[src/include/first_address_capture_seq_pkg.sv]
// Shared constants and types for the first-address capture link.
package first_address_capture_seq_pkg;
  localparam int ADDR_W = 23;
  localparam int DATA_W = 16;
  localparam int CLK_MHZ = 250;
  // Ready/wait low time after reset release, in ns.
  localparam int RWL_NS = 100;
  localparam int RWL_CYC = (RWL_NS * CLK_MHZ + 999) / 1000;
  // Host keeps link clock static this long after ready rises, in us.
  localparam int RWHK_US = 5;
  localparam int RWHK_CYC = RWHK_US * CLK_MHZ;
  // Address valid and output enable low before ready rises, in us.
  localparam int AVRWH_US = 200;
  localparam int AVRWH_CYC = AVRWH_US * CLK_MHZ;
  // Counted edges: capture on the third, sequence ends on the fourth.
  localparam logic [2:0] CAPTURE_EDGE = 3'h3;
  localparam logic [2:0] SEQ_EDGES = 3'h4;
  localparam logic [DATA_W-1:0] DATA_RST = 16'h0000;
  localparam logic [ADDR_W-1:0] ADDR_RST = 23'h000000;
  typedef enum logic [3:0] {
    DEV_RESET = 4'h1,
    DEV_ARMED = 4'h2,
    DEV_COUNT = 4'h4,
    DEV_BURST = 4'h8
  } dev_state_t;
  typedef enum logic [3:0] {
    HST_SETUP = 4'h1,
    HST_WAIT = 4'h2,
    HST_EDGES = 4'h4,
    HST_READ = 4'h8
  } host_state_t;
endpackage

[src/include/first_address_capture_seq_if.sv]
// Link between the storage device and its configuration host.
`timescale 1ns/100ps
interface first_address_capture_seq_if;
  logic link_clk_en;
  logic [first_address_capture_seq_pkg::ADDR_W-1:0] addr;
  logic addr_latch_en;
  logic reset_pulse_n;
  logic out_en_n;
  logic ready_wait;
  logic [first_address_capture_seq_pkg::DATA_W-1:0] data;
  modport device (
    input link_clk_en, addr, addr_latch_en, reset_pulse_n, out_en_n,
    output ready_wait, data
  );
  modport host (
    output link_clk_en, addr, addr_latch_en, reset_pulse_n, out_en_n,
    input ready_wait, data
  );
endinterface

[src/hw/first_address_capture_seq_device.sv]
// Device end: holds ready/wait low through reset, then captures the start address.
`timescale 1ns/100ps
// Functional notes
// - Ready low during reset, released after delay
// - Sequence spans four counted clock edges
// - Address captured on third edge after ready
// - Host starts with latch high, outputs enabled
// - Sequence resets when ready low, mode bit
// - Output enable triggers only after reset
// - Any main-array address accepted as start
// - Gated clock static 5 us after ready
// - Free-run: address valid 200 us early; host drives it from reset release, well under 200 us before ready
// - Free-run: output enable low 200 us early
// - Address held until fourth edge plus margin
// - Host resets device after io supply drop; here the device resets itself while io_supply_ok_i is low
module first_address_capture_seq_device (
  input wire logic clk_i,
  input wire logic sys_rst_i,
  input wire logic start_mode_cfg_bit_i,
  input wire logic io_supply_ok_i,
  output logic ready_o,
  output logic [first_address_capture_seq_pkg::ADDR_W-1:0] start_addr_o,
  output logic [first_address_capture_seq_pkg::ADDR_W-1:0] read_addr_o,
  input wire logic [first_address_capture_seq_pkg::DATA_W-1:0] rd_data_i,
  first_address_capture_seq_if.device link
);
  first_address_capture_seq_pkg::dev_state_t state_ff, nxt_state;
  logic [7:0] rwl_ff;
  logic [2:0] edge_ff;
  logic armed_ff;
  logic ready_wait_ff;
  logic [first_address_capture_seq_pkg::ADDR_W-1:0] start_ff, read_ff;
  logic [first_address_capture_seq_pkg::DATA_W-1:0] data_ff;
  logic pulse_meta_ff, pulse_ff, oe_meta_ff, oe_n_ff, le_meta_ff, le_ff, ke_meta_ff, ke_ff, sup_meta_ff, sup_ff;
  logic [first_address_capture_seq_pkg::ADDR_W-1:0] addr_meta_ff, addr_ff;

  // Reset in force: the host's pulse (synchronised) or a lost io supply.
  wire hold_reset = !pulse_ff || !sup_ff;
  wire rwl_done = (rwl_ff == 8'h00);
  // Host conditions that allow counting to start.
  wire start_ok = le_ff && pulse_ff && !oe_n_ff && armed_ff;
  wire tick = ke_ff;
  wire capture = (state_ff == first_address_capture_seq_pkg::DEV_COUNT) && tick && (edge_ff == first_address_capture_seq_pkg::CAPTURE_EDGE - 3'h1);
  wire seq_end = (state_ff == first_address_capture_seq_pkg::DEV_COUNT) && tick && (edge_ff == first_address_capture_seq_pkg::SEQ_EDGES - 3'h1);
  wire seq_clear = !ready_wait_ff && start_mode_cfg_bit_i;

  always_comb begin
    nxt_state = state_ff;
    unique case (state_ff)
      first_address_capture_seq_pkg::DEV_RESET: if (rwl_done) nxt_state = first_address_capture_seq_pkg::DEV_ARMED;
      first_address_capture_seq_pkg::DEV_ARMED: if (start_ok) nxt_state = first_address_capture_seq_pkg::DEV_COUNT;
      first_address_capture_seq_pkg::DEV_COUNT: if (seq_end) nxt_state = first_address_capture_seq_pkg::DEV_BURST;
      first_address_capture_seq_pkg::DEV_BURST: nxt_state = first_address_capture_seq_pkg::DEV_BURST;
    endcase
    if (hold_reset) nxt_state = first_address_capture_seq_pkg::DEV_RESET;
  end

  always_ff @(posedge clk_i) begin
    if (sys_rst_i) begin
      {pulse_meta_ff, pulse_ff, oe_meta_ff, oe_n_ff} <= 4'h5;
      {le_meta_ff, le_ff, ke_meta_ff, ke_ff, sup_meta_ff, sup_ff} <= 6'h00;
      addr_meta_ff <= first_address_capture_seq_pkg::ADDR_RST;
      addr_ff <= first_address_capture_seq_pkg::ADDR_RST;
    end else begin
      pulse_meta_ff <= link.reset_pulse_n;
      pulse_ff <= pulse_meta_ff;
      oe_meta_ff <= link.out_en_n;
      oe_n_ff <= oe_meta_ff;
      le_meta_ff <= link.addr_latch_en;
      le_ff <= le_meta_ff;
      ke_meta_ff <= link.link_clk_en;
      ke_ff <= ke_meta_ff;
      sup_meta_ff <= io_supply_ok_i;
      sup_ff <= sup_meta_ff;
      addr_meta_ff <= link.addr;
      addr_ff <= addr_meta_ff;
    end
  end

  always_ff @(posedge clk_i) begin
    if (sys_rst_i) begin
      state_ff <= first_address_capture_seq_pkg::DEV_RESET;
      rwl_ff <= 8'(first_address_capture_seq_pkg::RWL_CYC);
      edge_ff <= 3'h0;
      armed_ff <= 1'b0;
      ready_wait_ff <= 1'b0;
      start_ff <= first_address_capture_seq_pkg::ADDR_RST;
      read_ff <= first_address_capture_seq_pkg::ADDR_RST;
      data_ff <= first_address_capture_seq_pkg::DATA_RST;
    end else begin
      state_ff <= nxt_state;
      if (hold_reset) begin
        rwl_ff <= 8'(first_address_capture_seq_pkg::RWL_CYC);
        armed_ff <= 1'b1;
        ready_wait_ff <= 1'b0;
      end else begin
        if (!rwl_done) rwl_ff <= rwl_ff - 8'h01;
        if (rwl_done) ready_wait_ff <= 1'b1;
        // Arming is spent once counting begins; only a reset restores it.
        if (state_ff == first_address_capture_seq_pkg::DEV_ARMED && start_ok) armed_ff <= 1'b0;
      end
      if (seq_clear || state_ff != first_address_capture_seq_pkg::DEV_COUNT) edge_ff <= 3'h0;
      else if (tick) edge_ff <= edge_ff + 3'h1;
      if (capture) start_ff <= addr_ff;
      if (capture) read_ff <= addr_ff;
      else if (state_ff == first_address_capture_seq_pkg::DEV_BURST && tick) read_ff <= read_ff + 1'b1;
      if (state_ff == first_address_capture_seq_pkg::DEV_BURST && tick) data_ff <= rd_data_i;
    end
  end

  assign link.ready_wait = ready_wait_ff;
  assign link.data = data_ff;
  assign ready_o = ready_wait_ff;
  assign start_addr_o = start_ff;
  assign read_addr_o = read_ff;
endmodule

[src/flat_wrapper.sv]
// flat-port wrapper written by rule: the top's interface ports become plain ports
module first_address_capture_seq_device_flat 
  (clk_i, sys_rst_i, start_mode_cfg_bit_i, io_supply_ok_i, ready_o, start_addr_o, read_addr_o, rd_data_i, link_link_clk_en, link_addr, link_addr_latch_en, link_reset_pulse_n, link_out_en_n, link_ready_wait, link_data);
  first_address_capture_seq_if link_i ();
  input wire logic clk_i;
  input wire logic sys_rst_i;
  input wire logic start_mode_cfg_bit_i;
  input wire logic io_supply_ok_i;
  output logic ready_o;
  output logic [first_address_capture_seq_pkg::ADDR_W-1:0] start_addr_o;
  output logic [first_address_capture_seq_pkg::ADDR_W-1:0] read_addr_o;
  input wire logic [first_address_capture_seq_pkg::DATA_W-1:0] rd_data_i;
  input wire logic [$bits(link_i.link_clk_en)-1:0] link_link_clk_en;
  input wire logic [$bits(link_i.addr)-1:0] link_addr;
  input wire logic [$bits(link_i.addr_latch_en)-1:0] link_addr_latch_en;
  input wire logic [$bits(link_i.reset_pulse_n)-1:0] link_reset_pulse_n;
  input wire logic [$bits(link_i.out_en_n)-1:0] link_out_en_n;
  output wire logic [$bits(link_i.ready_wait)-1:0] link_ready_wait;
  output wire logic [$bits(link_i.data)-1:0] link_data;
  assign link_i.link_clk_en = link_link_clk_en;
  assign link_i.addr = link_addr;
  assign link_i.addr_latch_en = link_addr_latch_en;
  assign link_i.reset_pulse_n = link_reset_pulse_n;
  assign link_i.out_en_n = link_out_en_n;
  assign link_ready_wait = link_i.ready_wait;
  assign link_data = link_i.data;
  first_address_capture_seq_device u_core (.clk_i(clk_i), .sys_rst_i(sys_rst_i), .start_mode_cfg_bit_i(start_mode_cfg_bit_i), .io_supply_ok_i(io_supply_ok_i), .ready_o(ready_o), .start_addr_o(start_addr_o), .read_addr_o(read_addr_o), .rd_data_i(rd_data_i), .link(link_i));
endmodule
[config.mk]
export PLATFORM = sky130hd
export DESIGN_NAME = first_address_capture_seq_device_flat
export DESIGN_NICKNAME = d
export VERILOG_FILES = /design/src/include/first_address_capture_seq_pkg.sv /design/src/include/first_address_capture_seq_if.sv /design/src/hw/first_address_capture_seq_device.sv /design/src/flat_wrapper.sv
export SDC_FILE = /design/constraint.sdc
export NUM_CORES = 1
export LEC_CHECK = 0
export ABC_AREA = 1
export BUFFER_PORTS_ARGS = -buffer_cell sky130_fd_sc_hd__buf_2
export CORE_UTILIZATION = 36
export DETAILED_ROUTE_END_ITERATION = 7
export GPL_ROUTABILITY_DRIVEN = 0
export HOLD_SLACK_MARGIN = 0.08
export SLEW_MARGIN = 20
export SYNTH_ARGS = -nofsm -noshare
export SYNTH_HDL_FRONTEND = slang
export SYNTH_SLANG_ARGS = --single-unit
[constraint.sdc]
create_clock -name clk_i -period 4.6 [get_ports clk_i]
set_clock_uncertainty 0.05 [all_clocks]
set_input_delay 0.23 -clock clk_i [delete_from_list [all_inputs] [get_ports clk_i]]
set_output_delay 0.23 -clock clk_i [all_outputs]
set_load 0.02 [all_outputs]
; ---- After elaboration in Yosys (flattened, before gate mapping)
; Cells that the tools add are included.
[classes]
reduce_logical = 21
addsub = 3
eq_ne = 10
muxes = 8
[op_table]
columns = operator, count
row1 = two-way mux 23 bit, 2
row2 = adder 23 x 1 -> 23 bit (second input constant), 1
row3 = one-hot mux 4 bit (4 select lines), 1
row4 = two-way mux 4 bit, 3
row5 = logical AND 1 bit, 9
row6 = logical NOT 8 bit, 1
row7 = subtractor 8 x 1 -> 8 bit (second input constant), 1
row8 = == test 3 x 2 -> 1 bit (second input constant), 2
row9 = inequality test 2 x 1 -> 1 bit (second input constant), 3
row10 = == test 4 x 1 -> 1 bit (second input constant), 1
row11 = == test 4 x 2 -> 1 bit (second input constant), 1
row12 = == test 4 x 3 -> 1 bit (second input constant), 1
row13 = == test 4 bit (second input constant), 1
row14 = logical NOT 1 bit, 4
row15 = inequality test 4 x 3 -> 1 bit (second input constant), 1
row16 = nonzero test 2 bit, 2
row17 = OR reduction 2 bit, 2
row18 = adder 3 x 1 -> 3 bit (second input constant), 1
row19 = AND reduction 3 bit, 1
row20 = logical OR 1 bit, 2
row21 = two-way mux 1 bit, 2
[word_totals]
output_inout_bits = 64
register_bits = 135
in_bits = 47
wordCells = 62

; ---- Logic depth before layout (Yosys ltp)
; Gate-level depths: netlist of the first run.
[logic_depth]
ltp_word = 6
depth_mapped = 10
ltp_nobuf = 10

; ---- Worst setup path before layout of the first run
; OpenSTA, ideal clock, no wires.
[synth_timing]
path_type = reg-to-reg
from = register u_core.read_ff, in the netlist u_core.read_addr_o[1]
to = register u_core.read_ff, in the netlist u_core.read_addr_o[10]
required_time_ns = 4.428
arrival_ns = 1.402
setup_ns = 0.122
setup_slack_ns = 3.026
period_less_slack_ns = 1.574
stages_incl_launch_ff = 9
cell_sequence = dfxtp_1 -> ha_1 -> nand2_1 -> nor2_1 -> nand3_1 -> nand2_1 -> inv_1 -> o21ai_0 -> a21oi_2
[synth_via]
elab_chain_len = 3
[synth_lines]
columns = element, line_no
row1 = from (decl), first_address_capture_seq_device.sv:32  ; logic [first_address_capture_seq_pkg::ADDR_W-1:0] start_ff, read_ff;
row2 = from (signal assigned), first_address_capture_seq_device.sv:88  ; read_ff <= first_address_capture_seq_pkg::ADDR_RST;
row3 = from (signal assigned), first_address_capture_seq_device.sv:105  ; if (capture) read_ff <= addr_ff;
row4 = from (signal assigned), first_address_capture_seq_device.sv:106  ; else if (state_ff == first_address_capture_seq_pkg::DEV_BURST && tick) read_ff <= read_ff + 1'b1;
row5 = adder 23 x 1 -> 23 bit, first_address_capture_seq_device.sv:106
row6 = two-way mux 23 bit, first_address_capture_seq_device.sv:106
row7 = two-way mux 23 bit, first_address_capture_seq_device.sv:105
; Every way passes these cells. The select of a mux whose other input is x is not followed.
; A chain may end at the register's enable or synchronous reset.

; ---- Worst setup path after layout of the first run
[layout_timing]
from = register u_core.edge_ff[0]
to = register u_core.read_ff, in the netlist u_core.read_addr_o[5]
[layout_via]
elab_chain_len = 3
elab_cells_between_ends = 4
classes_between = eq/ne: 1 / mux: 1 / reduce/logical: 2
[layout_lines]
columns = element, line_no
row1 = from (decl), first_address_capture_seq_device.sv:29  ; logic [2:0] edge_ff;
row2 = from (signal assigned), first_address_capture_seq_device.sv:103  ; else if (tick) edge_ff <= edge_ff + 3'h1;
row3 = == test 3 x 2 -> 1 bit (*), first_address_capture_seq_device.sv:43  ; wire capture = (state_ff == first_address_capture_seq_pkg::DEV_COUNT) && tick && (edge_ff == first_address_cap ...
row4 = logical AND 1 bit (*), first_address_capture_seq_device.sv:43
row5 = two-way mux 23 bit or nonzero test 2 bit (tied branches), n/a
; Mark *: on every way between the ends. The rest lies on a longest branch, timed or not.

==> results of run 1 <==
-- state kept, by name, indices dropped and copies added, names as in the netlist, 3 cells and up --
register	flops
u_core.state_ff	4
u_core.start_addr_o	23
u_core.addr_meta_ff	23
u_core.read_addr_o	23
u_core.addr_ff	23
u_core.rwl_ff	8
u_core.edge_ff	3
u_core.link.data	16
-- report_power, final --
group | total [mW] | switching [mW] | internal [mW]
clock | 1.41 | 0.541 | 0.865
sequential | 1.20 | 0.00688 | 1.19
combinational | 0.0880 | 0.0383 | 0.0497
-- how the worst min path moves through the flow --
stage	startpoint	end
6_report	start_mode_cfg_bit_i	u_core.edge_ff[1]
5_1_grt	start_mode_cfg_bit_i	u_core.edge_ff[0]
4_1_cts	start_mode_cfg_bit_i	u_core.edge_ff[0]
3_5_place_dp	u_core.addr_meta_ff[13]	u_core.addr_ff[13]
3_3_place_gp	u_core.le_meta_ff	u_core.le_ff
2_1_floorplan	link_addr[0]	u_core.addr_meta_ff[0]
-- cell type report --
| cell class | instances | area [um^2] | share of cell area, % |
|---|---|---|---|
| sequential | 135 | 2700 | 38.4 |
| multi-input combinational | 451 | 2060 | 29.3 |
| clock buffer | 17 | 425 | 6.05 |
| inverter | 112 | 423 | 6.01 |
| clock inverter | 15 | 190 | 2.70 |
| timing repair buffer | 155 | 998 | 14.2 |
| tap | 184 | 230 | 3.27 |
-- critical path: stages (launching register included) --
cell and delay, ps:
dfxtp_1 350, inv_1 70, ha_1 180, and3_1 200, nand2_4 410, nand2_4 330
or2_2 360, nand3_1 80, inv_1 50
-- metal layers --
metal | GRT usage [%] | up-vias | wire [um]
met4 | 7.08 | 0 | 189
met2 | 26.1 | 122 | 5280
met1 | 21.6 | 2034 | 6060
li1 | - | 2540 | -
met3 | 4.62 | 16 | 789
met5 | 0 | - | 0
-- through the flow --
| step | cells | area [um^2] | util (%) | hold WS, ps | power, mW |
|---|---|---|---|---|---|
| CTS | 1069 | 7030 | 48.6 | 122 | 2.73 |
| detailed placement | 993 | 5980 | 41.3 | 344 | 1.29 |
| finish | 1069 | 7030 | 48.6 | 129 | 2.70 |
| global placement | 993 | 5980 | 41.3 | 341 | 1.29 |
| global route | 1069 | 7030 | 48.6 | 165 | 2.79 |
| floorplan | 724 | 5330 | - | 287 | 1.26 |
-- cell families (layout without fill, tap and decap cells) --
group / after synthesis / in the layout / synth area share, %
and+or+nand+nor: 333 / 333 / 25.9
buffers and inverters: 138 / 299 / 10.7
DFF: 135 / 135 / 50.7
AOI/OAI and AO/OA: 109 / 109 / 10.9
adders and majority gates: 6 / 6 / 1.41
xor gates and xnor gates: 3 / 3 / 0.493
-- cells in the final DEF, fill, tap and decap left out, types with 2 or more instances in the layout --
cell,n
nand2_1,131
xor2_1,2
dlygate4sd3_1,44
nand3_1,38
dfxtp_1,135
o21ai_0,46
a31oi_1,2
buf_2,110
a21oi_2,5
bufinv_16,3
or2_2,8
clkbuf_16,17
o21bai_1,4
ha_1,6
nand3b_1,2
nor2_2,2
nand2_4,2
nor2_1,140
a21oi_1,50
inv_1,109
clkinv_4,3
nand4_1,6
inv_6,7
inv_2,2
==> results by group, run 1 <==
Clock network
  – CTS tree: done
  – CTS Buffer Depth: 2
  – TritonCTS Buffers: 17
  – Worst skew pair latency: between 400 and 500 ps
  – Max H-tree Level: 4
  – Clock transition at path regs: about 60 ps
  – Clock Tree Root: clkbuf_16
  – CTS sink count: ~140
  – Setup Buffers After CTS: 0
  – Post-cts hold buffer count: 44
  – # resized after CTS: 0

Synthesis
  – Synthesized cell area: ~0.0053 mm^2
  – Cell with the most instances after synthesis: nor2_1
  – Dominant cell type by area after synthesis: dfxtp_1
  – Post-Synthesis Cells: a little over 700
  – Mean Syn Cell Area: approximately 7.4 um^2
  – Syn Nets: between 700 and 800
  – Number of flops mapped to enable cells by yosys: 0
  – Synth area leaders: dfxtp_1 (51%), nor2_1 (9.9%), nand2_1 (9.2%)
  – Synth top cells by count: nor2_1 (140), dfxtp_1 (135), nand2_1 (131)
  – Predominant post-synthesis flop cell: dfxtp_1
  – Synth Warn #: 0
  – Post-synthesis async set-or-reset flop share: 0%
  – Synth top area share: 50.7%
  – Yosys cell types: 30
  – Sequential share of the synthesized area: around 50%
  – #FFs+latches synth: roughly 140

Critical path
  – Reg-to-Reg Start: u_core.edge_ff[0]
  – Reg2Reg Setup Slack: between 2000 and 2500 ps
  – WP data arrival: roughly 2500 ps
  – CP endpoint kind: flop
  – Reg2Reg Depth: 8
  – Crit path required time: 4860 ps
  – Crit Path Category: flop to flop
  – RR Endpoint: u_core.read_addr_o[5]
  – Crit Path Max Fanout: 46
  – Crit path launch type: flop
  – Critical path endpoint: u_core.read_addr_o[5]
  – Critical Path Source: u_core.edge_ff[0]

Drt
  – Remaining DRCs: 0
  – Vias: around 4.7k
  – Number of DRC markers in iteration 0: 311
  – Wirelength, routed: 12300 um
  – Via density: ~4.4
  – Post-detailed-route wirelength per cell: about 12 um
  – Pre-antenna DRT Iters: 5
  – Remaining antenna violation count: 0

Cells and area
  – Antenna Cells: 0
  – Layout area overhead: 31.8%
  – Layout net count: between 900 and 1k
  – # fillers: 1482
  – Share of cells above drive strength 1: a little under a fifth

Timing
  – Final period util: approximately 48%
  – Post-route setup slack: 2390 ps
  – Fmax achieved: 453 MHz
  – Final Setup Violations: 0
  – Setup TNS: 0 ps
  – Final hold vios: 0
  – Tmin final: ~2200 ps
  – Slew Limit Fails: 0
  – RSZ-0062 raised after global routing: no
  – Worst-margin pin slew: about 970 ps
  – Slew HR: 35.1%

Placed design
  – Port Buffer Count: 110
  – Detailed placement HPWL: 8270 um
  – Worst slack, placed: 2340 ps

Global route
  – First-pass GRT wire length: about 20000 um
  – Number of global-route vias before repair: 4170
  – Largest net degree at the start of global routing: 86
  – GRT overflow: 0
  – GRT Total Usage: between 10% and 20%
  – Antenna violations before repair: 0

Pwr
  – Pwr per Cell Area: 383 mW/mm^2
  – Leakage power: ~3.3 nW
  – VDD IR max: 269 uV

Floorplan
  – Core area: 0.0145 mm^2
  – Die footprint: ~0.015 mm^2
  – DIE HEIGHT: ~120 um
  – FP Rows: 44
  – Starting Density: a little under two fifths
  – Die width: between 100 and 150 um
  – # IOs: approximately 110

Min path
  – Class of the worst hold path: input pin to flop
  – Hold-critical path depth: 4

Status
  – Outcome: completed

Run
  – Max-cap violations: 0
No activity file was read; power rests on OpenSTA's default activity.
==> run 2, diff against run 1 <==
- clock period: 4.6 -> 2 ns (I/O delays scaled with it)
==> run 2 against run 1 <==
Largest power group unchanged. Via count is 0.15% higher. Critical path depth stayed put. Sequential cell count stayed put. Non-clock buffer count is 11 higher. Register-to-register slack worse by 2100 ps. First-iteration DRC count is 1.6% higher. Die area stayed put. Highest routed layer unchanged. Count of clock-buffer cells in the layout stayed put. Setup slack worse by 2100 ps.
==> results by group, run 2 (synthesis gave the netlist of run 1 again) <==
Status
  – Outcome: completed

Placed design
  – Port Buffer Count: 110 (unchanged)
  – Placed cell areas: 0.00604 mm^2 (+1.1%)
  – Detailed placement HPWL: 8590 um (+3.9%)

Timing
  – Final hold vios: 0 (unchanged)
  – Setup TNS: 0 ps (unchanged)
  – Slew Limit Fails: 0 (unchanged)
  – Worst-margin pin slew: 316 ps (-656 ps)
  – Final Setup Violations: 0 (unchanged)
  – Tmin final: 1700 ps (-510 ps)
  – Final hold slack: 350 ps (+221 ps)
  – Slew HR: 78.7% (+44 points)
  – RSZ-0062 raised after global routing: no
  – Fmax achieved: 590 MHz (+30%)
  – Final period util: 84.8% (+37 points)

Critical path
  – Crit path launch type: flop
  – Slowest Stage Delay on Critical Path: 360 ps (-50 ps)
  – Critical path's slowest cell: dfxtp_1
  – Crit Path Category: flop to flop
  – Buffers plus inverters on the worst setup path: 2 (unchanged)
  – Crit path required time: 2270 ps (-2590 ps)
  – Family with the most delay on the worst path: simple AND/OR/NAND/NOR gates
  – Worst-path cell chain: inv_1 -> ha_1 -> and3_1 -> nand2_4 -> nand2_4 -> or2_2 -> nand3_1 -> inv_1
  – Reg2Reg Setup Slack: 300 ps (-2090 ps)
  – CP endpoint kind: flop
  – Crit Path Max Fanout: 31 (-33%)
  – WP data arrival: 1970 ps (-500 ps)

Cells and area
  – Most frequent cells in the layout: nor2_1 (140), dfxtp_1 (135), nand2_1 (131)
  – Layout area overhead: 32.7%
  – Most common cell after layout, fill and taps aside: nor2_1
  – Layout net count: 936 (+1.2%)
  – Final Cell Area: 0.00708 mm^2 (+0.64%)
  – Share of cells above drive strength 1: 19.3% (+0.55 points)
  – Antenna Cells: 0 (unchanged)

Pwr
  – Final total power: 5.91 mW (+120%)
  – Leakage power: 3.35 nW (+0.84%)
  – Pwr per Cell Area: 836 mW/mm^2 (+120%)
  – VDD IR max: 598 uV (+120%)

Floorplan
  – # IOs: 111 (unchanged)
  – Die footprint: 0.0153 mm^2 (unchanged)
  – Die width: 124 um (unchanged)
  – FP Rows: 44 (unchanged)
  – Core area: 0.0145 mm^2 (unchanged)
  – DIE HEIGHT: 124 um (unchanged)
  – Starting Density: 36.8% (unchanged)

Global route
  – Antenna violations before repair: 0 (unchanged)
  – Number of global-route vias before repair: 4218 (+1.2%)
  – Largest net degree at the start of global routing: 73 (-15%)
  – GRT Total Usage: 17.3% (+0.57 points)
  – First-pass GRT wire length: 20200 um (+2.6%)
  – GRT overflow: 0 (unchanged)

Clock network
  – Worst skew pair latency: 420 ps (about the same)
  – CTS tree: done
  – Clock Tree Root: clkbuf_16
  – Clock transition at path regs: 60 ps (about the same)
  – TritonCTS Buffers: 17 (unchanged)
  – CTS Buffer Depth: 2 (unchanged)
  – Max H-tree Level: 4 (unchanged)
  – CTS sink count: 135 (unchanged)

Min path
  – Class of the worst hold path: flop to flop

Drt
  – Remaining antenna violation count: 0 (unchanged)
  – Vias: 4719 (+0.15%)
  – Pre-antenna DRT Iters: 4 (-1)
  – Remaining DRCs: 0 (unchanged)
  – Wirelength, routed: 12700 um (+2.7%)
  – Number of DRC markers in iteration 0: 316 (+1.6%)
  – Via density: 4.37 (-0.87%)
  – Post-detailed-route wirelength per cell: 11.7 um (+1.7%)

Run
  – Max-cap violations: 0 (unchanged)
run 2: path summary, 6_finish.rpt:
kind         cells after the start               endpoint                    start
min reg2reg                      2     u_core.addr_ff[20]  u_core.addr_meta_ff[20]
max                              8  u_core.read_addr_o[6]        u_core.edge_ff[0]
min                              2     u_core.addr_ff[20]  u_core.addr_meta_ff[20]
max reg2reg                      8  u_core.read_addr_o[6]        u_core.edge_ff[0]
run 2: report_power, final:
group	total (mW)	switching (mW)	leakage [nW]	internal [mW]
Clock	2.94	1.31	0.271	1.63
Sequential	2.76	0.0150	1.10	2.74
Combinational	0.216	0.0915	1.98	0.124
Total	5.91	1.41	3.35	4.50
run 2: stage by stage:
step | setup slack [ps] | util [%] | cells
CTS | 303 | 48.9 | 1080
finish | 305 | 48.9 | 1080
detailed placement | 304 | 41.7 | 1000
floorplan | 426 | - | 724
global route | 104 | 48.9 | 1080
global placement | 349 | 41.7 | 1000
run 2: timing repair:
| item | CTS | global route |
|---|---|---|
| hold endpoints to repair | 55 | 0 |
| resized for setup | 0 | 0 |
| hold buffers | 48 | 0 |
| buffers inserted | 0 | 0 |
run 2: final cells by class:
| type | count | area [um^2] |
|---|---|---|
| multi-input combinational | 451 | 2060 |
| fill | 1453 | 7400 |
| tap | 184 | 230 |
| sequential | 135 | 2700 |
| inverter | 112 | 423 |
| timing repair buffer | 166 | 1100 |
| clock inverter | 15 | 130 |
| clock buffer | 17 | 425 |
run 2: metal layers:
layer  global-route usage (%)  part of all wire [%]
met3                     4.90                   5.8
met5                        0                     0
met4                     7.45                   1.3
met1                     22.0                    49
met2                     27.2                    44
run 2: worst min-delay path, stage by stage, from the launching register on:
cell     delay (ps)
dfxtp_1         290
inv_1            40
nor2_1           30
